[config.mk]
export PLATFORM = sky130hd
export DESIGN_NAME = tic_tx_int_ctrl
export DESIGN_NICKNAME = d
export VERILOG_FILES = /design/src/design/tic_pkg.sv /design/src/design/tic_tx_int_ctrl.sv /design/src/design/tic_baud_gen.sv
export SDC_FILE = /design/constraint.sdc
export NUM_CORES = 1
export LEC_CHECK = 0
export BUFFER_PORTS_ARGS = -buffer_cell sky130_fd_sc_hd__buf_2
export CAP_MARGIN = 10
export CORE_MARGIN = 4
export CORE_UTILIZATION = 34
export DETAILED_ROUTE_END_ITERATION = 12
export GPL_TIMING_DRIVEN = 0
export HOLD_SLACK_MARGIN = 0.02
export PLACE_DENSITY = 0.58
export REMOVE_ABC_BUFFERS = 1
export SLEW_MARGIN = 20
export SYNTH_ARGS = -nofsm -noshare
export SYNTH_HDL_FRONTEND = slang
export SYNTH_SLANG_ARGS = --single-unit
[constraint.sdc]
create_clock -name ref_clk -period 4.6 [get_ports ref_clk]
set_input_delay 0.23 -clock ref_clk [delete_from_list [all_inputs] [get_ports ref_clk]]
set_output_delay 0.23 -clock ref_clk [all_outputs]
set_load 0.01 [all_outputs]
[src/design/tic_pkg.sv]
// constants and types for the transmit interrupt control block
package tic_pkg;

  localparam int unsigned ADDR_W = 4;
  localparam int unsigned DATA_W = 16;

  // register offsets on the plain register port
  localparam logic [3:0] OFS_TX_INT_CTRL = 4'h0;
  localparam logic [3:0] OFS_TX_CMD      = 4'h2;
  localparam logic [3:0] OFS_TX_STATUS   = 4'h4;
  localparam logic [3:0] OFS_BAUD1       = 4'h6;

  // low byte bit positions of tx_interrupt_control
  localparam int unsigned BIT_PREAMBLE  = 7;
  localparam int unsigned BIT_IDLE      = 6;
  localparam int unsigned BIT_ABORT     = 5;
  localparam int unsigned BIT_FRAME_END = 4;
  localparam int unsigned BIT_CHECKSUM  = 3;
  localparam int unsigned BIT_HOLD      = 2;
  localparam int unsigned BIT_UNDERRUN  = 1;
  localparam int unsigned BIT_READBACK  = 0;

  // upper byte field positions in the slot assigner context
  localparam int unsigned SLOT_SEL_BIT = 8;
  localparam int unsigned SLOT_LSB     = 9;
  localparam int unsigned SPAN_LSB     = 9;
  localparam int unsigned OFFSET_LSB   = 13;

  // tx_command_field position and codes
  localparam int unsigned CMD_LSB        = 12;
  localparam logic [3:0]  CMD_SEND_FRAME = 4'h2;
  localparam logic [3:0]  CMD_SEL_SLOT   = 4'h4;
  localparam logic [3:0]  CMD_SEL_EMPTY  = 4'h5;
  localparam logic [3:0]  CMD_SEL_INTR   = 4'h6;
  localparam logic [3:0]  CMD_SEL_DMA    = 4'h7;

  // event bits held in the status register, and those live only in sync modes
  localparam logic [7:0] EVENT_MASK     = 8'hfa;
  localparam logic [7:0] SYNC_ONLY_MASK = 8'h88;

  // values after reset, and the limit at which the slot index stops
  localparam logic [7:0]  CTRL_LOW_RST = 8'h00;
  localparam logic [7:0]  STATUS_RST   = 8'h00;
  localparam logic [7:0]  THRESH_RST   = 8'h00;
  localparam logic [6:0]  SLOT_RST     = 7'h00;
  localparam logic [3:0]  SPAN_RST     = 4'h0;
  localparam logic [2:0]  OFFSET_RST   = 3'h0;
  localparam logic [3:0]  CMD_RST      = 4'h0;
  localparam logic [15:0] TC_RST       = 16'h0000;
  localparam logic [7:0]  SLOT_IDX_RST = 8'h00;
  localparam logic [7:0]  SLOT_IDX_MAX = 8'hff;

  typedef enum logic [1:0] {
    TIC_CTX_EMPTY = 2'b00,
    TIC_CTX_SLOT  = 2'b01,
    TIC_CTX_INTR  = 2'b11,
    TIC_CTX_DMA   = 2'b10
  } tic_ctx_t;

endpackage

[src/design/tic_tx_int_ctrl.sv]
// transmit interrupt control register bank with slot assigner and thresholds
//
// The register offsets and strobed register access are this design's own decisions.
`timescale 1ns/1ps
`default_nettype none

module tic_tx_int_ctrl (
  input  wire logic        ref_clk,
  input  wire logic        rst_n,
  input  wire logic        clk_en,
  input  wire logic [3:0]  reg_addr,
  input  wire logic [15:0] reg_wr_data,
  input  wire logic        reg_wr,
  input  wire logic        reg_rd,
  output logic      [15:0] reg_rd_data,
  input  wire logic        sync_mode,
  input  wire logic        ev_preamble_sent,
  input  wire logic        ev_idle_sent,
  input  wire logic        ev_abort_sent,
  input  wire logic        ev_frame_end_sent,
  input  wire logic        ev_checksum_sent,
  input  wire logic        ev_underrun,
  input  wire logic [7:0]  queue_empty_count,
  input  wire logic        frame_sync,
  input  wire logic        byte_slot,
  input  wire logic        frame_start,
  output logic             irq,
  output logic             tx_data_req,
  output logic             tx_dma_req,
  output logic             tx_slot_enable,
  output logic             tx_slot_active,
  output logic      [2:0]  tx_slot_offset,
  output logic             frame_permit,
  output logic             baud1_tick
);

  ////////////////////////////////////////////////////////////////////////////
  // reset release
  logic rst_meta_reg;
  logic rst_sync_reg;

  always_ff @(posedge ref_clk or negedge rst_n) begin
    if (!rst_n) begin
      rst_meta_reg <= 1'b0;
      rst_sync_reg <= 1'b0;
    end else begin
      rst_meta_reg <= 1'b1;
      rst_sync_reg <= rst_meta_reg;
    end
  end

  ////////////////////////////////////////////////////////////////////////////
  // decode
  logic wr_ctrl;
  logic wr_cmd;
  logic wr_status;
  logic wr_baud;
  logic [3:0] cmd_code;

  always_comb begin
    wr_ctrl   = 1'b0;
    wr_cmd    = 1'b0;
    wr_status = 1'b0;
    wr_baud   = 1'b0;
    if (reg_addr == tic_pkg::OFS_TX_INT_CTRL) begin
      wr_ctrl = reg_wr;
    end else if (reg_addr == tic_pkg::OFS_TX_CMD) begin
      wr_cmd = reg_wr;
    end else if (reg_addr == tic_pkg::OFS_TX_STATUS) begin
      wr_status = reg_wr;
    end else if (reg_addr == tic_pkg::OFS_BAUD1) begin
      wr_baud = reg_wr;
    end
  end

  assign cmd_code = reg_wr_data[tic_pkg::CMD_LSB +: 4];

  ////////////////////////////////////////////////////////////////////////////
  // upper byte context, selected by the last select command
  tic_pkg::tic_ctx_t ctx_reg;
  tic_pkg::tic_ctx_t ctx_next;
  logic [3:0]        last_cmd_reg;

  always_comb begin
    ctx_next = ctx_reg;
    if (wr_cmd) begin
      case (cmd_code)
        tic_pkg::CMD_SEL_SLOT:  ctx_next = tic_pkg::TIC_CTX_SLOT;
        tic_pkg::CMD_SEL_EMPTY: ctx_next = tic_pkg::TIC_CTX_EMPTY;
        tic_pkg::CMD_SEL_INTR:  ctx_next = tic_pkg::TIC_CTX_INTR;
        tic_pkg::CMD_SEL_DMA:   ctx_next = tic_pkg::TIC_CTX_DMA;
        default:                ctx_next = ctx_reg;
      endcase
    end
  end

  always_ff @(posedge ref_clk or negedge rst_sync_reg) begin
    if (!rst_sync_reg) begin
      ctx_reg      <= tic_pkg::TIC_CTX_EMPTY;
      last_cmd_reg <= tic_pkg::CMD_RST;
    end else if (clk_en) begin
      ctx_reg <= ctx_next;
      if (wr_cmd) begin
        last_cmd_reg <= cmd_code;
      end
    end
  end

  ////////////////////////////////////////////////////////////////////////////
  // low byte: arm bits, hold option, readback select
  logic [7:0] ctrl_low_reg;

  always_ff @(posedge ref_clk or negedge rst_sync_reg) begin
    if (!rst_sync_reg) begin
      ctrl_low_reg <= tic_pkg::CTRL_LOW_RST;
    end else if (clk_en && wr_ctrl) begin
      ctrl_low_reg <= reg_wr_data[7:0];
    end
  end

  ////////////////////////////////////////////////////////////////////////////
  // upper byte storage per context
  logic [7:0] intr_thresh_reg;
  logic [7:0] dma_thresh_reg;
  logic [6:0] slot_start_reg;
  logic [3:0] slot_span_reg;
  logic [2:0] slot_offset_reg;

  always_ff @(posedge ref_clk or negedge rst_sync_reg) begin
    if (!rst_sync_reg) begin
      intr_thresh_reg <= tic_pkg::THRESH_RST;
      dma_thresh_reg  <= tic_pkg::THRESH_RST;
    end else if (clk_en && wr_ctrl) begin
      if (ctx_reg == tic_pkg::TIC_CTX_INTR) begin
        intr_thresh_reg <= reg_wr_data[15:8];
      end
      if (ctx_reg == tic_pkg::TIC_CTX_DMA) begin
        dma_thresh_reg <= reg_wr_data[15:8];
      end
    end
  end

  always_ff @(posedge ref_clk or negedge rst_sync_reg) begin
    if (!rst_sync_reg) begin
      slot_start_reg  <= tic_pkg::SLOT_RST;
      slot_span_reg   <= tic_pkg::SPAN_RST;
      slot_offset_reg <= tic_pkg::OFFSET_RST;
    end else if (clk_en && wr_ctrl && ctx_reg == tic_pkg::TIC_CTX_SLOT) begin
      if (reg_wr_data[tic_pkg::SLOT_SEL_BIT]) begin
        slot_span_reg   <= reg_wr_data[tic_pkg::SPAN_LSB +: 4];
        slot_offset_reg <= reg_wr_data[tic_pkg::OFFSET_LSB +: 3];
      end else begin
        slot_start_reg <= reg_wr_data[tic_pkg::SLOT_LSB +: 7];
      end
    end
  end

  ////////////////////////////////////////////////////////////////////////////
  // transmit slot assigner
  logic [7:0] slot_idx_reg;
  logic [7:0] slot_first;
  logic [7:0] slot_end;
  logic       slot_active_reg;

  assign slot_first = {1'b0, slot_start_reg};
  assign slot_end   = slot_first + {4'h0, slot_span_reg};

  always_ff @(posedge ref_clk or negedge rst_sync_reg) begin
    if (!rst_sync_reg) begin
      slot_idx_reg <= tic_pkg::SLOT_IDX_RST;
    end else if (clk_en) begin
      if (frame_sync) begin
        slot_idx_reg <= tic_pkg::SLOT_IDX_RST;
      end else if (byte_slot && slot_idx_reg != tic_pkg::SLOT_IDX_MAX) begin
        slot_idx_reg <= slot_idx_reg + 8'h01;
      end
    end
  end

  // consecutive window [start, start+span); zero span keeps it shut
  always_ff @(posedge ref_clk or negedge rst_sync_reg) begin
    if (!rst_sync_reg) begin
      slot_active_reg <= 1'b0;
    end else if (clk_en) begin
      slot_active_reg <= (slot_span_reg != 4'h0) && !frame_sync &&
                         (slot_idx_reg >= slot_first) &&
                         (slot_idx_reg < slot_end);
    end
  end

  assign tx_slot_enable = (slot_span_reg != 4'h0);
  assign tx_slot_active = slot_active_reg;
  assign tx_slot_offset = slot_offset_reg;

  ////////////////////////////////////////////////////////////////////////////
  // queue threshold requests
  logic data_req_reg;
  logic dma_req_reg;

  always_ff @(posedge ref_clk or negedge rst_sync_reg) begin
    if (!rst_sync_reg) begin
      data_req_reg <= 1'b0;
      dma_req_reg  <= 1'b0;
    end else if (clk_en) begin
      data_req_reg <= (queue_empty_count > intr_thresh_reg);
      dma_req_reg  <= (queue_empty_count > dma_thresh_reg);
    end
  end

  assign tx_data_req = data_req_reg;
  assign tx_dma_req  = dma_req_reg;

  ////////////////////////////////////////////////////////////////////////////
  // sticky event flags, write one to clear, set wins
  logic [7:0] status_reg;
  logic [7:0] events;
  logic [7:0] arm_live;
  logic       irq_reg;

  always_comb begin
    events                         = 8'h00;
    events[tic_pkg::BIT_PREAMBLE]  = ev_preamble_sent;
    events[tic_pkg::BIT_IDLE]      = ev_idle_sent;
    events[tic_pkg::BIT_ABORT]     = ev_abort_sent;
    events[tic_pkg::BIT_FRAME_END] = ev_frame_end_sent;
    events[tic_pkg::BIT_CHECKSUM]  = ev_checksum_sent;
    events[tic_pkg::BIT_UNDERRUN]  = ev_underrun;
  end

  genvar gi;
  generate
    for (gi = 0; gi < 8; gi++) begin : g_flag
      if (tic_pkg::EVENT_MASK[gi]) begin : g_live
        always_ff @(posedge ref_clk or negedge rst_sync_reg) begin
          if (!rst_sync_reg) begin
            status_reg[gi] <= tic_pkg::STATUS_RST[gi];
          end else if (clk_en) begin
            if (events[gi]) begin
              status_reg[gi] <= 1'b1;
            end else if (wr_status && reg_wr_data[gi]) begin
              status_reg[gi] <= 1'b0;
            end
          end
        end
      end else begin : g_none
        assign status_reg[gi] = 1'b0;
      end
    end
  endgenerate

  // preamble and checksum arms count only in sync modes
  always_comb begin
    arm_live = ctrl_low_reg & tic_pkg::EVENT_MASK;
    if (!sync_mode) begin
      arm_live = arm_live & ~tic_pkg::SYNC_ONLY_MASK;
    end
  end

  always_ff @(posedge ref_clk or negedge rst_sync_reg) begin
    if (!rst_sync_reg) begin
      irq_reg <= 1'b0;
    end else if (clk_en) begin
      irq_reg <= |(status_reg & arm_live);
    end
  end

  assign irq = irq_reg;

  ////////////////////////////////////////////////////////////////////////////
  // frame hold until send-frame command
  logic released_reg;

  always_ff @(posedge ref_clk or negedge rst_sync_reg) begin
    if (!rst_sync_reg) begin
      released_reg <= 1'b0;
    end else if (clk_en) begin
      if (wr_cmd && cmd_code == tic_pkg::CMD_SEND_FRAME) begin
        released_reg <= 1'b1;
      end else if (frame_start) begin
        released_reg <= 1'b0;
      end
    end
  end

  assign frame_permit = !(ctrl_low_reg[tic_pkg::BIT_HOLD] && sync_mode) ||
                        released_reg;

  ////////////////////////////////////////////////////////////////////////////
  // baud generator 1 and its readback
  logic [15:0] tc_reg;
  logic [15:0] baud_count;

  always_ff @(posedge ref_clk or negedge rst_sync_reg) begin
    if (!rst_sync_reg) begin
      tc_reg <= tic_pkg::TC_RST;
    end else if (clk_en && wr_baud) begin
      tc_reg <= reg_wr_data;
    end
  end

  tic_baud_gen u_baud1 (
    .ref_clk    (ref_clk),
    .rst_n      (rst_sync_reg),
    .clk_en     (clk_en),
    .time_const (tc_reg),
    .count      (baud_count),
    .tick       (baud1_tick)
  );

  ////////////////////////////////////////////////////////////////////////////
  // read port
  logic [15:0] rd_data_reg;
  logic [15:0] rd_value;
  logic [7:0]  upper_value;

  always_comb begin
    case (ctx_reg)
      tic_pkg::TIC_CTX_SLOT:  upper_value = {slot_start_reg, 1'b0};
      tic_pkg::TIC_CTX_INTR:  upper_value = intr_thresh_reg;
      tic_pkg::TIC_CTX_DMA:   upper_value = dma_thresh_reg;
      default:                upper_value = queue_empty_count;
    endcase
  end

  always_comb begin
    rd_value = 16'h0000;
    if (reg_addr == tic_pkg::OFS_TX_INT_CTRL) begin
      rd_value = {upper_value, ctrl_low_reg};
    end else if (reg_addr == tic_pkg::OFS_TX_CMD) begin
      rd_value = {last_cmd_reg, 12'h000};
    end else if (reg_addr == tic_pkg::OFS_TX_STATUS) begin
      rd_value = {8'h00, status_reg};
    end else if (reg_addr == tic_pkg::OFS_BAUD1) begin
      // captured at the read strobe
      rd_value = ctrl_low_reg[tic_pkg::BIT_READBACK] ? baud_count : tc_reg;
    end
  end

  always_ff @(posedge ref_clk or negedge rst_sync_reg) begin
    if (!rst_sync_reg) begin
      rd_data_reg <= 16'h0000;
    end else if (clk_en) begin
      rd_data_reg <= reg_rd ? rd_value : 16'h0000;
    end
  end

  assign reg_rd_data = rd_data_reg;

endmodule // tic_tx_int_ctrl

`default_nettype wire

[src/design/tic_baud_gen.sv]
// baud rate generator 1: reloading down counter
`timescale 1ns/1ps
`default_nettype none

module tic_baud_gen (
  input  wire logic        ref_clk,
  input  wire logic        rst_n,
  input  wire logic        clk_en,
  input  wire logic [15:0] time_const,
  output logic      [15:0] count,
  output logic             tick
);

  logic [15:0] count_reg;
  logic        tick_reg;

  always_ff @(posedge ref_clk or negedge rst_n) begin
    if (!rst_n) begin
      count_reg <= tic_pkg::TC_RST;
      tick_reg  <= 1'b0;
    end else if (clk_en) begin
      if (count_reg == 16'h0000) begin
        count_reg <= time_const;
        tick_reg  <= 1'b1;
      end else begin
        count_reg <= count_reg - 16'h0001;
        tick_reg  <= 1'b0;
      end
    end
  end

  assign count = count_reg;
  assign tick  = tick_reg;

endmodule // tic_baud_gen

`default_nettype wire

==> reports/results.ini <==
[run_status]
outcome=finished, final reports clean

[synthesis]
synth_cell_type_count=65
syn_inst=625
synthAdderAreaFrac=0.0758
synth.largest_area_cell=dfrtp_1
synthSimpleGateAreaFrac=0.121
synthesis.area_um2=6370
synthTopCellsByArea=dfrtp_1 45%, mux2_2 8.1%, ha_1 7.3%
synth_xor_area_frac=0.00963
yosysWarnings=0
avgSynthCellArea_um2=10.2
yosys.area.top_type_share=0.448
synth_top_family_by_area=compound AO/OA/AOI/OAI gates
synth_compound_area_frac=0.156
async_flop_share=1.00
yosysSeqAreaShare=0.448
ys.flop_type=dfrtp_1
synth-edff-count=0
synthMuxAreaShare=0.133
synth_seq_cells=114

[worst_setup_path]
start_kind=input pin
path_max_fanout=71
reg2reg_depth=12
cp.required_ns=4.90
cp_data_arrival_time_ns=2.99
cp-end-kind=flip-flop
timing_worst_setup_path_type=input pin to flip-flop

[timing]
min_period_ns=2.69
slew_viol_final=0
max_freq_mhz=372
layout_setup_ws_ns=1.91
finalHoldViolCount=0
fin_setup_tns_ns=0
finalCritPeriodShare=0.585
slew_headroom=0.319
fin_worst_skew_ns=0.00723
setup_viol=0
tightest_slew_ns=1.02
rsz0062_at_grt=no

[clock_tree]
cts_setup_buffers=0
root_buffer=clkbuf_16
cts_sinks=114
htreeDepth=4
cts_tree=yes
clock_path_buffers=2
clk_latency_ns=0.42
numCtsBuffers=17
clk_pin_slew_worst_paths_ns=0.06

[min_path]
hold_class=input pin to flip-flop
hold_depth=2

[die]
core_area_um2=18200
die_x_um=145
ios=69
fp-row-count=49
die_area_um2=21000
start_util=0.350
die_h_um=145

[job]
maxCapViolCount=0

[placed_design]
gp_congestion=0.866
io_buffers=68
dp_cells=898
pre_cts_ws_ns=1.50
hpwl_mm=12.0

[finish]
final_layout_size_suffix_gt1_frac=0.246
syn2layout_area_growth_pct=20.0
fin_cells=932
fin_nets=772
fin_util=0.420
n_antenna_cell=0

[grt]
grt.overflow.total=0
grt_util_all_layers=0.164
grt_pass1_wl_mm=26.6
grt_pass1_vias=5075
grt_max_degree=72
antenna_found_initial=1

[detailed_routing]
vias=5081
routedWlPerCell_um=17.8
vias_per_cell=5.45
dr.first_iter.drc_count=286
firstDrtPassIters=5
routed_wl_mm=16.5
drc=0
ant_nets=0

[power_and_ir_drop]
p_per_area_nw_per_um2=431
design_power_total_mw=3.30
vdd_drop_max_v=0.000253
p_leak_nw=3.53

cell usage in the layout (no fill, tap or decap), drive strengths merged, types with 5 or more instances in the layout:
master	netlist	final
nand4	8	8
clkbuf	22	21
mux2	46	46
a221oi	6	6
nand2	64	64
nand3	7	7
mux4	7	7
a21o	5	5
nor4	5	5
o21ai	42	42
clkinv	0	5
inv	61	61
mux2i	17	17
buf	7	73
nor2	28	28
o22ai	21	21
bufinv	0	5
xnor2	5	5
dfrtp	114	114
nor3	13	13
nor2b	7	7
a22oi	11	11
ha	37	37
a21oi	28	28
a22o	7	7
worst max-delay path: stages:
cell and delay, ns:
buf_4 0.55, nand4_1 0.75, inv_2 0.48, nand3_1 0.48, mux2_2 0.45
kinds of logic after synthesis:
group / Yosys count
other: 1
adder cells (fa/ha/maj): 38
multiplexers: 70
XOR/XNOR: 7
AO/OA/AOI/OAI: 150
AND/OR/NAND/NOR: 155
buffers and inverters: 90
flip-flops: 114
routing by layer:
metal  share of wire  GRT usage
met1            0.48      0.230
met4           0.023     0.0643
met2            0.44      0.242
met5         0.00042          0
met3           0.062     0.0463
path summary, 6_finish.rpt:
kind | slack (ns) | from | endpoint
max | 1.91 | clk_en | intr_thresh_reg[4]
min | 0.04 | ev_frame_end_sent | status_reg[4]
max reg2reg | 1.98 | slot_start_reg[0] | tx_slot_active
min reg2reg | 0.32 | rst_sync_reg | last_cmd_reg[1]
max in group asynchronous | 3.68 | rst_sync_reg | slot_start_reg[2]
min in group asynchronous | 0.12 | rst_n | rst_sync_reg
cell usage after synthesis, drive strengths merged (2+ instances only):
cell type    n
a211oi       3
a21boi       4
a21o         5
a21oi       28
a221oi       6
a22o         7
a22oi       11
a2bb2oi      3
and4b        2
buf          7
clkbuf      22
dfrtp      114
ha          37
inv         61
mux2        46
mux2i       17
mux4         7
nand2       64
nand2b       4
nand3        7
nand3b       2
nand4        8
nor2        28
nor2b        7
nor3        13
nor3b        3
nor4         5
nor4b        2
o2111ai      4
o211ai       3
o21ai       42
o21bai       2
o221ai       2
o22ai       21
o2bb2ai      2
or3          3
or4          3
xnor2        5
xor2         2
power by group:
group / leakage (nW) / internal, mW / switching, mW / total, mW
Clock: 0.329 / 1.01 / 0.464 / 1.48
Sequential: 1.42 / 1.13 / 0.159 / 1.29
Combinational: 1.78 / 0.266 / 0.269 / 0.535
cell type report:
| class | count | area (um^2) |
|---|---|---|
| multi-input combinational | 421 | 3180 |
| clock inverter | 10 | 179 |
| inverter | 61 | 229 |
| fill | 1722 | 10600 |
| tap | 229 | 287 |
| timing repair buffer | 76 | 433 |
| clock buffer | 21 | 480 |
| sequential | 114 | 2860 |
stage by stage:
stage / hold WS, ns / cell area [um^2]
3_3_place_gp: 0.0155 / 6870
2_1_floorplan: -0.0656 / 6240
4_1_cts: 0.0294 / 7640
6_report: 0.0390 / 7640
3_5_place_dp: 0.0173 / 6950
5_1_grt: 0.0371 / 7640
timing repair:
| action | CTS | global route |
|---|---|---|
| endpoints found under the hold margin | 4 | 0 |
| resized for setup | 0 | 0 |
| hold buffers | 3 | 0 |
No activity file was read; power rests on OpenSTA's default activity.
